===== src/rtl/asw_regs.vh =====
// timing constants and widths for the static memory write controller
`ifndef ASW_REGS_VH
`define ASW_REGS_VH
`define ASW_ADDR_W 19
`define ASW_DATA_W 8
`define ASW_CLK_NS 10
// fast grade figures in ns (slow grade: 50, 60, 30, 30, 70, 35)
`define ASW_WRITE_PULSE_MIN_NS 40
`define ASW_CS_TO_END_MIN_NS 50
`define ASW_DATA_SETUP_TO_WRITE_END_NS 25
`define ASW_WRITE_TO_FLOAT_MAX_NS 20
`define ASW_READ_CYCLE_MIN_NS 55
`define ASW_OE_TO_VALID_MAX_NS 25
// least times round up to whole cycles
`define ASW_CEIL(ns) (((ns) + `ASW_CLK_NS - 1) / `ASW_CLK_NS)
`define ASW_WRITE_FLOAT_CYC `ASW_CEIL(`ASW_WRITE_TO_FLOAT_MAX_NS)
`define ASW_DATA_SETUP_CYC `ASW_CEIL(`ASW_DATA_SETUP_TO_WRITE_END_NS)
`define ASW_PULSE_CYC `ASW_CEIL(`ASW_WRITE_PULSE_MIN_NS)
`define ASW_CYCLE_CYC `ASW_CEIL(`ASW_READ_CYCLE_MIN_NS)
`define ASW_READ_WAIT_CYC (`ASW_CEIL(`ASW_OE_TO_VALID_MAX_NS) + 2)
`endif


===== src/rtl/asw_ctrl.v =====
// host controller driving an asynchronous byte-wide static memory
`timescale 1ns/1ns
`include "asw_regs.vh"
// Behaviour
// - overlapped low pulse of select and write strobe at least 40/50 ns.
// - address valid no later than write window start.
// - address held at least 50/60 ns before window end.
// - select asserted at least 50/60 ns before window end.
// - write data valid at least 25/30 ns before window end.
// - data and address may change right at the window end.
// - write recovery counted from first strobe rise, minimum zero.
// - controller never drives data while memory may drive it.
// - with output enable low, pulse covers setup plus float time.
// - in retention select stays high; other lines may float; here select floats with them (mem_ctl_oe low).
// - deselect no later than retention start, minimum zero.
module asw_ctrl (
	input wire clock,
	input wire rst_b,
	input wire req_valid,
	input wire req_write,
	input wire [`ASW_ADDR_W-1:0] req_addr,
	input wire [`ASW_DATA_W-1:0] req_wdata,
	input wire retain_req,
	output reg req_ready,
	output reg rsp_valid,
	output reg [`ASW_DATA_W-1:0] rsp_rdata,
	output reg retained,
	output reg [`ASW_ADDR_W-1:0] mem_addr,
	output reg [`ASW_ADDR_W-1:0] mem_addr_oe,
	output reg mem_cs_n,
	output reg mem_we_n,
	output reg mem_oe_n,
	output reg mem_ctl_oe,
	input wire [`ASW_DATA_W-1:0] mem_dq_in,
	output reg [`ASW_DATA_W-1:0] mem_dq_out,
	output reg mem_dq_oe
);

localparam [5:0] ST_IDLE = 6'h01;
localparam [5:0] ST_WFLT = 6'h02;
localparam [5:0] ST_WDAT = 6'h04;
localparam [5:0] ST_RD = 6'h08;
localparam [5:0] ST_GAP = 6'h10;
localparam [5:0] ST_RET = 6'h20;

// cycle counts worked out from the ns figures at full integer width; each
// fits in eight bits, so the counters below are cut down on purpose
localparam integer FLT_N = `ASW_WRITE_FLOAT_CYC;
localparam integer SETUP_N = `ASW_DATA_SETUP_CYC;
localparam integer PULSE_N = `ASW_PULSE_CYC;
localparam integer CYCLE_N = `ASW_CYCLE_CYC;
localparam integer RD_N = `ASW_READ_WAIT_CYC;

// eight-bit limits compared against the cycle counters
localparam [7:0] FLT_CYC = FLT_N[7:0];
localparam [7:0] SETUP_CYC = SETUP_N[7:0];
localparam [7:0] PULSE_CYC = PULSE_N[7:0];
localparam [7:0] CYCLE_CYC = CYCLE_N[7:0];
localparam [7:0] RD_CYC = RD_N[7:0];

// true on the edge at which a count reaches its limit; the added one stands
// for the edge being taken now, since the counter only updates after it
function reached;
	input [7:0] count;
	input [7:0] limit;
	begin
		reached = (count + 8'h01) >= limit;
	end
endfunction

reg [5:0] state_reg;
reg [7:0] cnt_reg;
reg [7:0] span_reg;
reg [`ASW_DATA_W-1:0] dq_s1_reg;
reg [`ASW_DATA_W-1:0] dq_s2_reg;
reg retain_s1_reg;
reg retain_s2_reg;

// data pins from outside pass two flip-flops; first stage feeds only the second
// costs two cycles of read latency, paid in the read wait count
always @(posedge clock) begin
	dq_s1_reg <= mem_dq_in;
	dq_s2_reg <= dq_s1_reg;
end

// retention request arrives from another domain; same two-stage treatment
always @(posedge clock) begin
	retain_s1_reg <= retain_req;
	retain_s2_reg <= retain_s1_reg;
end

// one access engine; output enable stays high during writes, so the bus is
// released by the write strobe and the float wait below is always paid
always @(posedge clock) begin
	if (!rst_b) begin
		state_reg <= ST_IDLE;
		cnt_reg <= 8'h00;
		span_reg <= 8'h00;
		req_ready <= 1'b0;
		rsp_valid <= 1'b0;
		rsp_rdata <= 8'h00;
		retained <= 1'b0;
		mem_addr <= 19'h00000;
		mem_addr_oe <= 19'h00000;
		mem_cs_n <= 1'b1;
		mem_we_n <= 1'b1;
		mem_oe_n <= 1'b1;
		mem_ctl_oe <= 1'b1;
		mem_dq_out <= 8'h00;
		mem_dq_oe <= 1'b0;
	end else begin
		rsp_valid <= 1'b0;
		req_ready <= 1'b0;
		cnt_reg <= cnt_reg + 8'h01;
		span_reg <= span_reg + 8'h01;
		case (state_reg)
		ST_IDLE: begin
			cnt_reg <= 8'h00;
			if (retain_s2_reg) begin
				// deselect and let lines float on the same edge
				mem_cs_n <= 1'b1;
				mem_dq_oe <= 1'b0;
				mem_addr_oe <= 19'h00000;
				mem_ctl_oe <= 1'b0;
				retained <= 1'b1;
				state_reg <= ST_RET;
			end else if (req_valid && !req_ready) begin
				// address and select settle together, on the same edge as the strobe falls
				mem_addr <= req_addr;
				mem_addr_oe <= {`ASW_ADDR_W{1'b1}};
				mem_cs_n <= 1'b0;
				span_reg <= 8'h01;
				if (req_write) begin
					// select and write strobe fall on the same edge, so overlap starts on the strobe
					mem_we_n <= 1'b0;
					mem_dq_out <= req_wdata;
					state_reg <= ST_WFLT;
				end else begin
					mem_oe_n <= 1'b0;
					state_reg <= ST_RD;
				end
			end
		end
		ST_WFLT: begin
			// memory may still drive until it floats after the strobe
			// driving earlier would fight the memory's own output buffers
			if (reached(cnt_reg, FLT_CYC)) begin
				mem_dq_oe <= 1'b1;
				cnt_reg <= 8'h00;
				state_reg <= ST_WDAT;
			end
		end
		ST_WDAT: begin
			// pulse covers float time plus data setup, never below the minimum
			// span counts from the strobe fall but is held only to PULSE_CYC; select lead is met by float plus setup
			if (reached(cnt_reg, SETUP_CYC) && reached(span_reg, PULSE_CYC)) begin
				mem_we_n <= 1'b1;
				state_reg <= ST_GAP;
			end
		end
		ST_RD: begin
			// sample after output valid time plus two synchroniser stages
			// output enable drops with the sample; GAP lasts one cycle here, so the memory floats only after it
			if (reached(cnt_reg, RD_CYC)) begin
				rsp_rdata <= dq_s2_reg;
				rsp_valid <= 1'b1;
				mem_oe_n <= 1'b1;
				state_reg <= ST_GAP;
			end
		end
		ST_GAP: begin
			// data released one cycle after the window end: zero hold needed
			mem_dq_oe <= 1'b0;
			mem_cs_n <= 1'b1;
			// ready only once a whole cycle time has gone since select fell
			if (reached(span_reg, CYCLE_CYC)) begin
				req_ready <= 1'b1;
				state_reg <= ST_IDLE;
			end
		end
		ST_RET: begin
			// select is held high but floats with the control lines while mem_ctl_oe is low; a floating select could
			// let the memory wake and take stray strobes as a write
			cnt_reg <= 8'h00;
			if (!retain_s2_reg) begin
				mem_ctl_oe <= 1'b1;
				mem_addr_oe <= {`ASW_ADDR_W{1'b1}};
				retained <= 1'b0;
				span_reg <= 8'h00;
				state_reg <= ST_GAP; // recovery of one cycle time
			end
		end
		default: begin
			// illegal state: park the strobes inactive so no stray write lands
			state_reg <= ST_IDLE;
			mem_cs_n <= 1'b1;
			mem_we_n <= 1'b1;
			mem_oe_n <= 1'b1;
			mem_dq_oe <= 1'b0;
		end
		endcase
	end
end

endmodule


===== config.mk =====
export PLATFORM = sky130hd
export DESIGN_NAME = asw_ctrl
export DESIGN_NICKNAME = d
export VERILOG_FILES = /design/src/rtl/asw_ctrl.v
export VERILOG_INCLUDE_DIRS = /design/src /design/src/rtl
export SDC_FILE = /design/constraint.sdc
export NUM_CORES = 1
export LEC_CHECK = 0
export ABC_CLOCK_PERIOD_IN_PS = 2700
export BUFFER_PORTS_ARGS = -buffer_cell sky130_fd_sc_hd__buf_2
export CORE_MARGIN = 2
export CORE_UTILIZATION = 30
export DETAILED_ROUTE_END_ITERATION = 12
export PLACE_DENSITY = 0.54
export SYNTH_ARGS = -nofsm -noshare
export SYNTH_HDL_FRONTEND = slang
export SYNTH_SLANG_ARGS = --single-unit

===== constraint.sdc =====
create_clock -name clock -period 2.7 [get_ports clock]
set_clock_uncertainty 0.1 [all_clocks]
set_input_delay 0.54 -clock clock [delete_from_list [all_inputs] [get_ports clock]]
set_output_delay 0.54 -clock clock [all_outputs]
set_load 0.02 [all_outputs]

# Word level (Yosys, flattened, before mapping)
# Cells that the tools add are included.
# op_classes
mux,42
n_lt_le_gt_ge,5
n_reduce_logical,21
eq_ne,17
add_sub_neg,2
n_bitwise,5
# op_table
operator,n
$mux W19,3
$mux W6,7
$pmux W19 S2,1
$pmux W6 S6,1
$mux W8,4
$pmux W8 S2,2
$ge A8 B3 Y1 const B,3
$ne A2 B2 Y1 const B,10
$mux W1,17
$add A8 B1 Y8 const B,2
$ge A8 B2 Y1 const B,2
$reduce_and A3 Y1,4
$reduce_or A4 Y1,3
$reduce_and A5 Y1,2
$pmux W1 S3,3
$reduce_and A2 Y1,4
$eq A6 B1 Y1 const B,1
$eq A6 B2 Y1 const B,1
$eq A6 B3 Y1 const B,1
$eq A6 B4 Y1 const B,1
$eq A6 B5 Y1 const B,1
$eq A6 B6 Y1 const B,1
$pmux W1 S2,3
$reduce_and A6 Y1,1
other kinds (9),14
# word_totals
input_bits,40
register_bits,102
output_inout_bits,62

# Logic depth before layout (Yosys ltp)
# Gate-level depths: netlist of run 1.
# depth
depth_word,5
mapped_depth,8

# Worst setup path before layout of run 1
# Ideal clock, no wire load.
# synth_timing
path_kind,register to register
start,register cnt_reg[0]
end,register state_reg[0]
required_time_ps,2478
synth_period_minus_slack_ps,2220
arrival_time_ps,1998
setup_slack_ps,480
stages_incl_launch_ff,9
path_cell_list,dfxtp_1 -> inv_1 -> ha_1 -> or3_1 -> o22ai_1 -> a221o_1 -> a31o_4 -> nor2_2 -> a221o_1
# synth_between
elab_chain_cells,5
word_cells_on_any_way,9
classes_between,add/sub: 1; order compare: 3; eq/ne: 3; reduce/logical: 2
# synth_lines
item,line,text
start: declaration,asw_ctrl.v:72,reg [7:0] cnt_reg;
start signal: assignment,asw_ctrl.v:114,cnt_reg <= cnt_reg + 8'h01;
$add A8 B1 Y8 *,asw_ctrl.v:67,reached = (count + 8'h01) >= limit;
$ge A8 B2 Y1,asw_ctrl.v:67,
$logic_and A1 B1 Y1,asw_ctrl.v:156,"if (reached(cnt_reg, SETUP_CYC) && reached(span_reg, PULSE_CYC)) begin"
$ne A2 B2 Y1 (no source line),--,
$reduce_and A6 Y1 (no source line) *,--,
end signal: assignment,asw_ctrl.v:150,state_reg <= ST_WDAT;
end signal: assignment,asw_ctrl.v:158,state_reg <= ST_GAP;
end signal: assignment,asw_ctrl.v:168,state_reg <= ST_GAP;
end: declaration,asw_ctrl.v:71,reg [5:0] state_reg;
# Mark *: on every way between the ends. The rest lies on a longest branch, timed or not.
# A chain may end at the register's enable or synchronous reset.

# Worst setup path in the final report of run 1
# Ends and elaborated chain as after synthesis.

==> results of run 1 <==
==> through the flow <==
step                      cells  instance area, um^2  hold slack (ns)  worst slack, ns
after floorplan             373                 3360            0.210            0.480
after global placement      587                 3900            0.212            0.348
after detailed placement    587                 3900            0.212            0.287
after CTS                   602                 4090            0.165            0.269
after global routing        602                 4090            0.155           0.0933
final                       602                 4090            0.185            0.277
==> cells in the mapped netlist (all sizes together) (3+ instances only) <==
cell type  count
nand2b         4
buf           21
nand3         19
nand4          7
nor2          38
clkbuf        10
a31oi          3
and3           6
nand3b         6
dfxtp         84
ha             6
xnor2          7
xor2           5
inv           10
nand2         58
nor4           4
o21ai          9
a211oi         4
mux2i          8
a21oi         37
==> how the worst max path moves through the flow <==
stage,startpoint,endpoint,slack [ns]
3_3_place_gp,cnt_reg[0]$_SDFF_PN0_,state_reg[0]$_SDFFE_PN1P_,0.35
5_1_grt,cnt_reg[0]$_SDFF_PN0_,state_reg[1]$_SDFFE_PN0P_,0.09
4_1_cts,cnt_reg[0]$_SDFF_PN0_,state_reg[0]$_SDFFE_PN1P_,0.27
3_5_place_dp,cnt_reg[0]$_SDFF_PN0_,state_reg[0]$_SDFFE_PN1P_,0.29
6_report,cnt_reg[0]$_SDFF_PN0_,state_reg[0]$_SDFFE_PN1P_,0.28
2_1_floorplan,cnt_reg[0]$_SDFF_PN0_,state_reg[0]$_SDFFE_PN1P_,0.48
==> placed cells by master, fill, tap and decap left out, types with 2 or more instances in the layout <==
master	instances
ha_1	6
nand3_1	18
inv_1	10
clkinv_2	3
o21ai_0	5
nor2b_1	2
nand3b_1	5
nand2b_1	4
a21oi_1	36
a31oi_1	3
dfxtp_1	84
clkbuf_8	10
nand2_1	58
xor2_1	5
o21ai_1	4
nor2_1	35
or4_1	2
a221o_1	2
nor2_2	3
and3b_1	2
mux2i_1	8
xnor2_1	7
and2_1	2
or3_1	2
nor4_1	3
and3_1	6
a211oi_1	4
buf_4	3
nand4_1	7
buf_2	101
a211o_1	2
==> critical path: cells and delay by family, from the launching register on <==
| kind | cells | cell delay (ns) |
|---|---|---|
| compound gates | 4 | 0.85 |
| flops | 1 | 0.51 |
| simple gates | 2 | 0.42 |
| fa+ha+maj | 1 | 0.31 |
| buf+inv | 1 | 0.11 |
==> final cells by class <==
class                      instances  area share
sequential                        84       0.412
multi-input combinational        248       0.356
timing repair buffer             105       0.134
tap                              140      0.0429
clock buffer                      10      0.0337
clock inverter                     5      0.0129
inverter                          10     0.00919
==> metal layers <==
layer | up-vias | routed length (um) | GRT usage | part of all wire
li1 | 1426 | - | - | -
met1 | 1276 | 3370 | 0.158 | 0.44
met2 | 92 | 3510 | 0.206 | 0.46
met3 | 12 | 602 | 0.0474 | 0.079
met4 | 0 | 108 | 0.0479 | 0.014
met5 | - | 0 | 0 | 0
==> kinds of logic after synthesis <==
group           Yosys count  synth area share
mux                       9            0.0283
xor+xnor                 12            0.0313
buf+inv                  41            0.0670
fa+ha+maj                 6            0.0223
flops                    84             0.500
compound gates           66             0.126
simple gates            155             0.224
==> power by group <==
part           switching (mW)  internal (mW)
Sequential             0.0789           1.34
Clock                   0.428          0.442
Combinational           0.436          0.250
==> flow_summary.json, run 1 <==
{
  "cts-htree-levels": 3,
  "top_register": "mem_addr",
  "total_leakage_power_nw": 1.76,
  "cts_tree": "yes",
  "postCtsSetupRepairBufs": 0,
  "grt_max_degree": 47,
  "fin_crit_ns": 2.42,
  "synth_area_um2": 3360,
  "async_flop_share": 0,
  "seq_area_um2": 1680,
  "drv_cap": 0,
  "crit_path_end_kind": "register",
  "whs_path_depth": 1,
  "multiInputGateArea_um2": 1450,
  "syn_nets": 419,
  "ys_seq_area_frac": 0.500,
  "cp_max_fo": 10,
  "post-route-util": 0.375,
  "worst-slew-pin-transition_ns": 0.525,
  "largest_register_ffs": 19,
  "min_from": "mem_dq_in[0]",
  "placementRows": 38,
  "remaining_drc_errors": 0,
  "yosys-top-cells-area": "dfxtp_1, nand2_1, a21oi_1, buf_4, nor2_1",
  "synth_area_leader_cell": "dfxtp_1",
  "synth-edff-count": 0,
  "viasPerCell": 4.66,
  "synth_top_area_share": 0.500,
  "port_buffers": 101,
  "r2r_start": "cnt_reg[0]$_SDFF_PN0_",
  "diodes": 0,
  "timing.rr.end": "state_reg[0]$_SDFFE_PN1P_",
  "finalSetupTns_ns": 0,
  "ff2ff_setup_slack_ns": 0.28,
  "die_h_um": 110,
  "grt.overflow.total": 0,
  "drt_first_pass_iters": 4,
  "crit_path_cell_trace": "inv_1, ha_1, or3_1, o22ai_1, a221o_1, a31o_4, nor2_2, a221o_1",
  "setup_viol_count_final": 0,
  "core_area_um2": 10900,
  "antenna_left": 0,
  "cp.required_ns": 2.84,
  "clkLatencyLatePin_ns": 0.35,
  "synthFlopType": "dfxtp_1",
  "cp_slowest_cell": "dfxtp_1",
  "powerDensity_nw_per_um2": 727,
  "status": "completed",
  "cts_sinks": 84,
  "hold_buffers": 0,
  "fill_cells": 1115,
  "cts_buffers": 9,
  "clockBufferDepth": 2,
  "hold_end": "dq_s1_reg[0]$_DFF_P_",
  "maxSlewHeadroom": 0.650,
  "post-route-period-util": 0.897,
  "maxSlewViolCount": 0,
  "drt_iter0_drc": 122,
  "cts_resized": 0,
  "ios": 102,
  "fmax_mhz": 413,
  "path_clk_slew_ns": 0.08,
  "synth.avg_cell_area_um2": 9.01,
  "grt_pass1_wl_mm": 12.1,
  "grt_setup_unrepaired": "no",
  "root_buffer": "clkbuf_8",
  "grt_usage": 0.129,
  "yosys_warnings": 0,
  "setup.worst_path.class": "reg2reg",
  "yosysUniqueCellTypes": 47,
  "worstSetupStartpointType": "register",
  "power_mw": 2.97,
  "antenna_found_initial": 0,
  "ir_drop_mv": 0.327,
  "routedWlPerCell_um": 12.6,
  "die_x_um": 110,
  "drive_gt1_frac": 0.290,
  "wirelength_mm": 7.59,
  "hold_viol_final": 0,
  "min_path_type": "in2reg",
  "synth-seq-cells": 84,
  "syn_inst": 373,
  "worstPathArrival_ns": 2.56,
  "place_hpwl_mm": 5.36,
  "vias": 2806,
  "area_delta_synth_final_pct": 21.6,
  "dieArea_um2": 12100,
  "first_global_vias": 2593,
  "nets": 504,
  "slowest_delay_ns": 0.51,
  "reg2reg_depth": 8,
  "routabilityCongestion": 0.855,
  "crit_top_cell": "a221o_1",
  "start_util": 0.309
}
Note: power is estimated with default switching activity, not from simulation.
==> inputs of run 2 (changes only) <==
--- a/config.mk
+++ b/config.mk
@@ -8,10 +8,9 @@
 export LEC_CHECK = 0
 export ABC_CLOCK_PERIOD_IN_PS = 2700
 export BUFFER_PORTS_ARGS = -buffer_cell sky130_fd_sc_hd__buf_2
-export CORE_MARGIN = 2
 export CORE_UTILIZATION = 30
 export DETAILED_ROUTE_END_ITERATION = 12
-export PLACE_DENSITY = 0.54
+export PLACE_DENSITY = 0.47
 export SYNTH_ARGS = -nofsm -noshare
 export SYNTH_HDL_FRONTEND = slang
 export SYNTH_SLANG_ARGS = --single-unit
==> flow_summary.json, run 2 (synthesized netlist as in run 1, its figures left out) <==
{
  "status": "completed",
  "dp_cells": 587,
  "fin_crit_ns": 2.42,
  "grt_setup_unrepaired": "no",
  "worst-slew-pin-transition_ns": 0.534,
  "setup_viol_count_final": 0,
  "hold_viol_final": 0,
  "total_leakage_power_nw": 1.77,
  "power_mw": 3.08,
  "drt_first_pass_iters": 4,
  "viasPerCell": 4.64,
  "fin_cells": 603,
  "maxSlewViolCount": 0,
  "post-route-period-util": 0.897,
  "drv_cap": 0,
  "remaining_drc_errors": 0,
  "wirelength_mm": 7.41,
  "postCtsSetupRepairBufs": 0,
  "worstSetupStartpointType": "register",
  "nets": 504,
  "setup.worst_path.class": "reg2reg",
  "maxSlewHeadroom": 0.644,
  "whs_path_depth": 1,
  "dieArea_um2": 11600,
  "cp.required_ns": 2.85,
  "final_cell_mix": "buf_2, dfxtp_1, nand2_1",
  "crit_path_cell_trace": "inv_1, ha_1, or3_1, o22ai_1, a221o_1, a31o_4, nor2_2, a221o_1",
  "r2r_start": "cnt_reg[0]$_SDFF_PN0_",
  "antenna_left": 0,
  "cts_buffers": 9,
  "powerDensity_nw_per_um2": 748,
  "port_buffers": 101,
  "timing.rr.end": "state_reg[0]$_SDFFE_PN1P_",
  "root_buffer": "clkbuf_8",
  "vias": 2797,
  "area_delta_synth_final_pct": 22.4,
  "hold_buffers": 0,
  "start_util": 0.309,
  "drt_iter0_drc": 127,
  "min_path_type": "in2reg",
  "hold_end": "dq_s1_reg[1]$_DFF_P_",
  "final_common_cell": "buf_2",
  "core_area_um2": 10900,
  "reg2reg_depth": 8,
  "grt_max_degree": 47,
  "drive_gt1_frac": 0.287,
  "ff2ff_setup_slack_ns": 0.28,
  "clkLatencyLatePin_ns": 0.36,
  "ios": 102,
  "path_clk_slew_ns": 0.08,
  "antenna_found_initial": 0,
  "diodes": 0,
  "routabilityCongestion": 0.777,
  "crit_buf_inv": 1,
  "grt_pass1_wl_mm": 12.0,
  "critPathTopFamily": "compound AO/OA/AOI/OAI gates",
  "worstPathArrival_ns": 2.57,
  "cts-htree-levels": 3,
  "clockBufferDepth": 2,
  "top_register": "mem_addr",
  "cts_resized": 0,
  "cp_slowest_cell": "dfxtp_1",
  "min_from": "mem_dq_in[1]",
  "cts_sinks": 84,
  "fmax_mhz": 413,
  "cts_tree": "yes",
  "slowest_delay_ns": 0.51,
  "crit_path_end_kind": "register",
  "cp_max_fo": 10,
  "die_x_um": 108,
  "grt.overflow.total": 0,
  "largest_register_ffs": 19,
  "die_h_um": 108,
  "finalSetupTns_ns": 0,
  "crit_top_cell": "a221o_1",
  "ir_drop_mv": 0.410,
  "grt_usage": 0.134,
  "first_global_vias": 2499,
  "place_hpwl_mm": 5.22,
  "routedWlPerCell_um": 12.3,
  "placementRows": 38
}
run 2: worst max path at each step:
stage	start	to	slack [ns]	cells after the start
2_1_floorplan	cnt_reg[0]$_SDFF_PN0_	state_reg[0]$_SDFFE_PN1P_	0.48	8
3_3_place_gp	cnt_reg[0]$_SDFF_PN0_	state_reg[0]$_SDFFE_PN1P_	0.36	8
3_5_place_dp	cnt_reg[0]$_SDFF_PN0_	state_reg[0]$_SDFFE_PN1P_	0.30	8
4_1_cts	cnt_reg[0]$_SDFF_PN0_	state_reg[0]$_SDFFE_PN1P_	0.28	8
5_1_grt	cnt_reg[0]$_SDFF_PN0_	state_reg[3]$_SDFFE_PN0P_	0.15	8
6_report	cnt_reg[0]$_SDFF_PN0_	state_reg[0]$_SDFFE_PN1P_	0.28	8
run 2: cell type report:
cell class | count | area (um^2)
inverters | 10 | 37.5
fillers | 1150 | 6770
clock inverters | 4 | 72.6
well taps | 140 | 175
flip-flops and latches | 84 | 1680
repair buffers | 105 | 548
multi-input cells | 248 | 1450
clock buffers | 12 | 145
run 2: where the power goes:
group          switching (mW)  internal (mW)
combinational           0.432          0.250
sequential             0.0771           1.34
clock                   0.434          0.545
run 2: layer usage:
layer  wire length (um)  up-vias  global-route usage
li1                   -     1424                   -
met1               3340     1271               0.164
met2               3400       89               0.210
met3                530       13              0.0508
met4                135        0              0.0548
met5                  0        -                   0
run 2: stage by stage:
stage | hold slack (ns) | cell area [um^2] | worst slack, ns | util
CTS | 0.153 | 4110 | 0.278 | 0.378
global route | 0.150 | 4110 | 0.147 | 0.378
detailed placement | 0.213 | 3900 | 0.303 | 0.358
floorplan | 0.210 | 3360 | 0.480 | -
global placement | 0.210 | 3900 | 0.357 | 0.358
finish | 0.179 | 4110 | 0.278 | 0.378
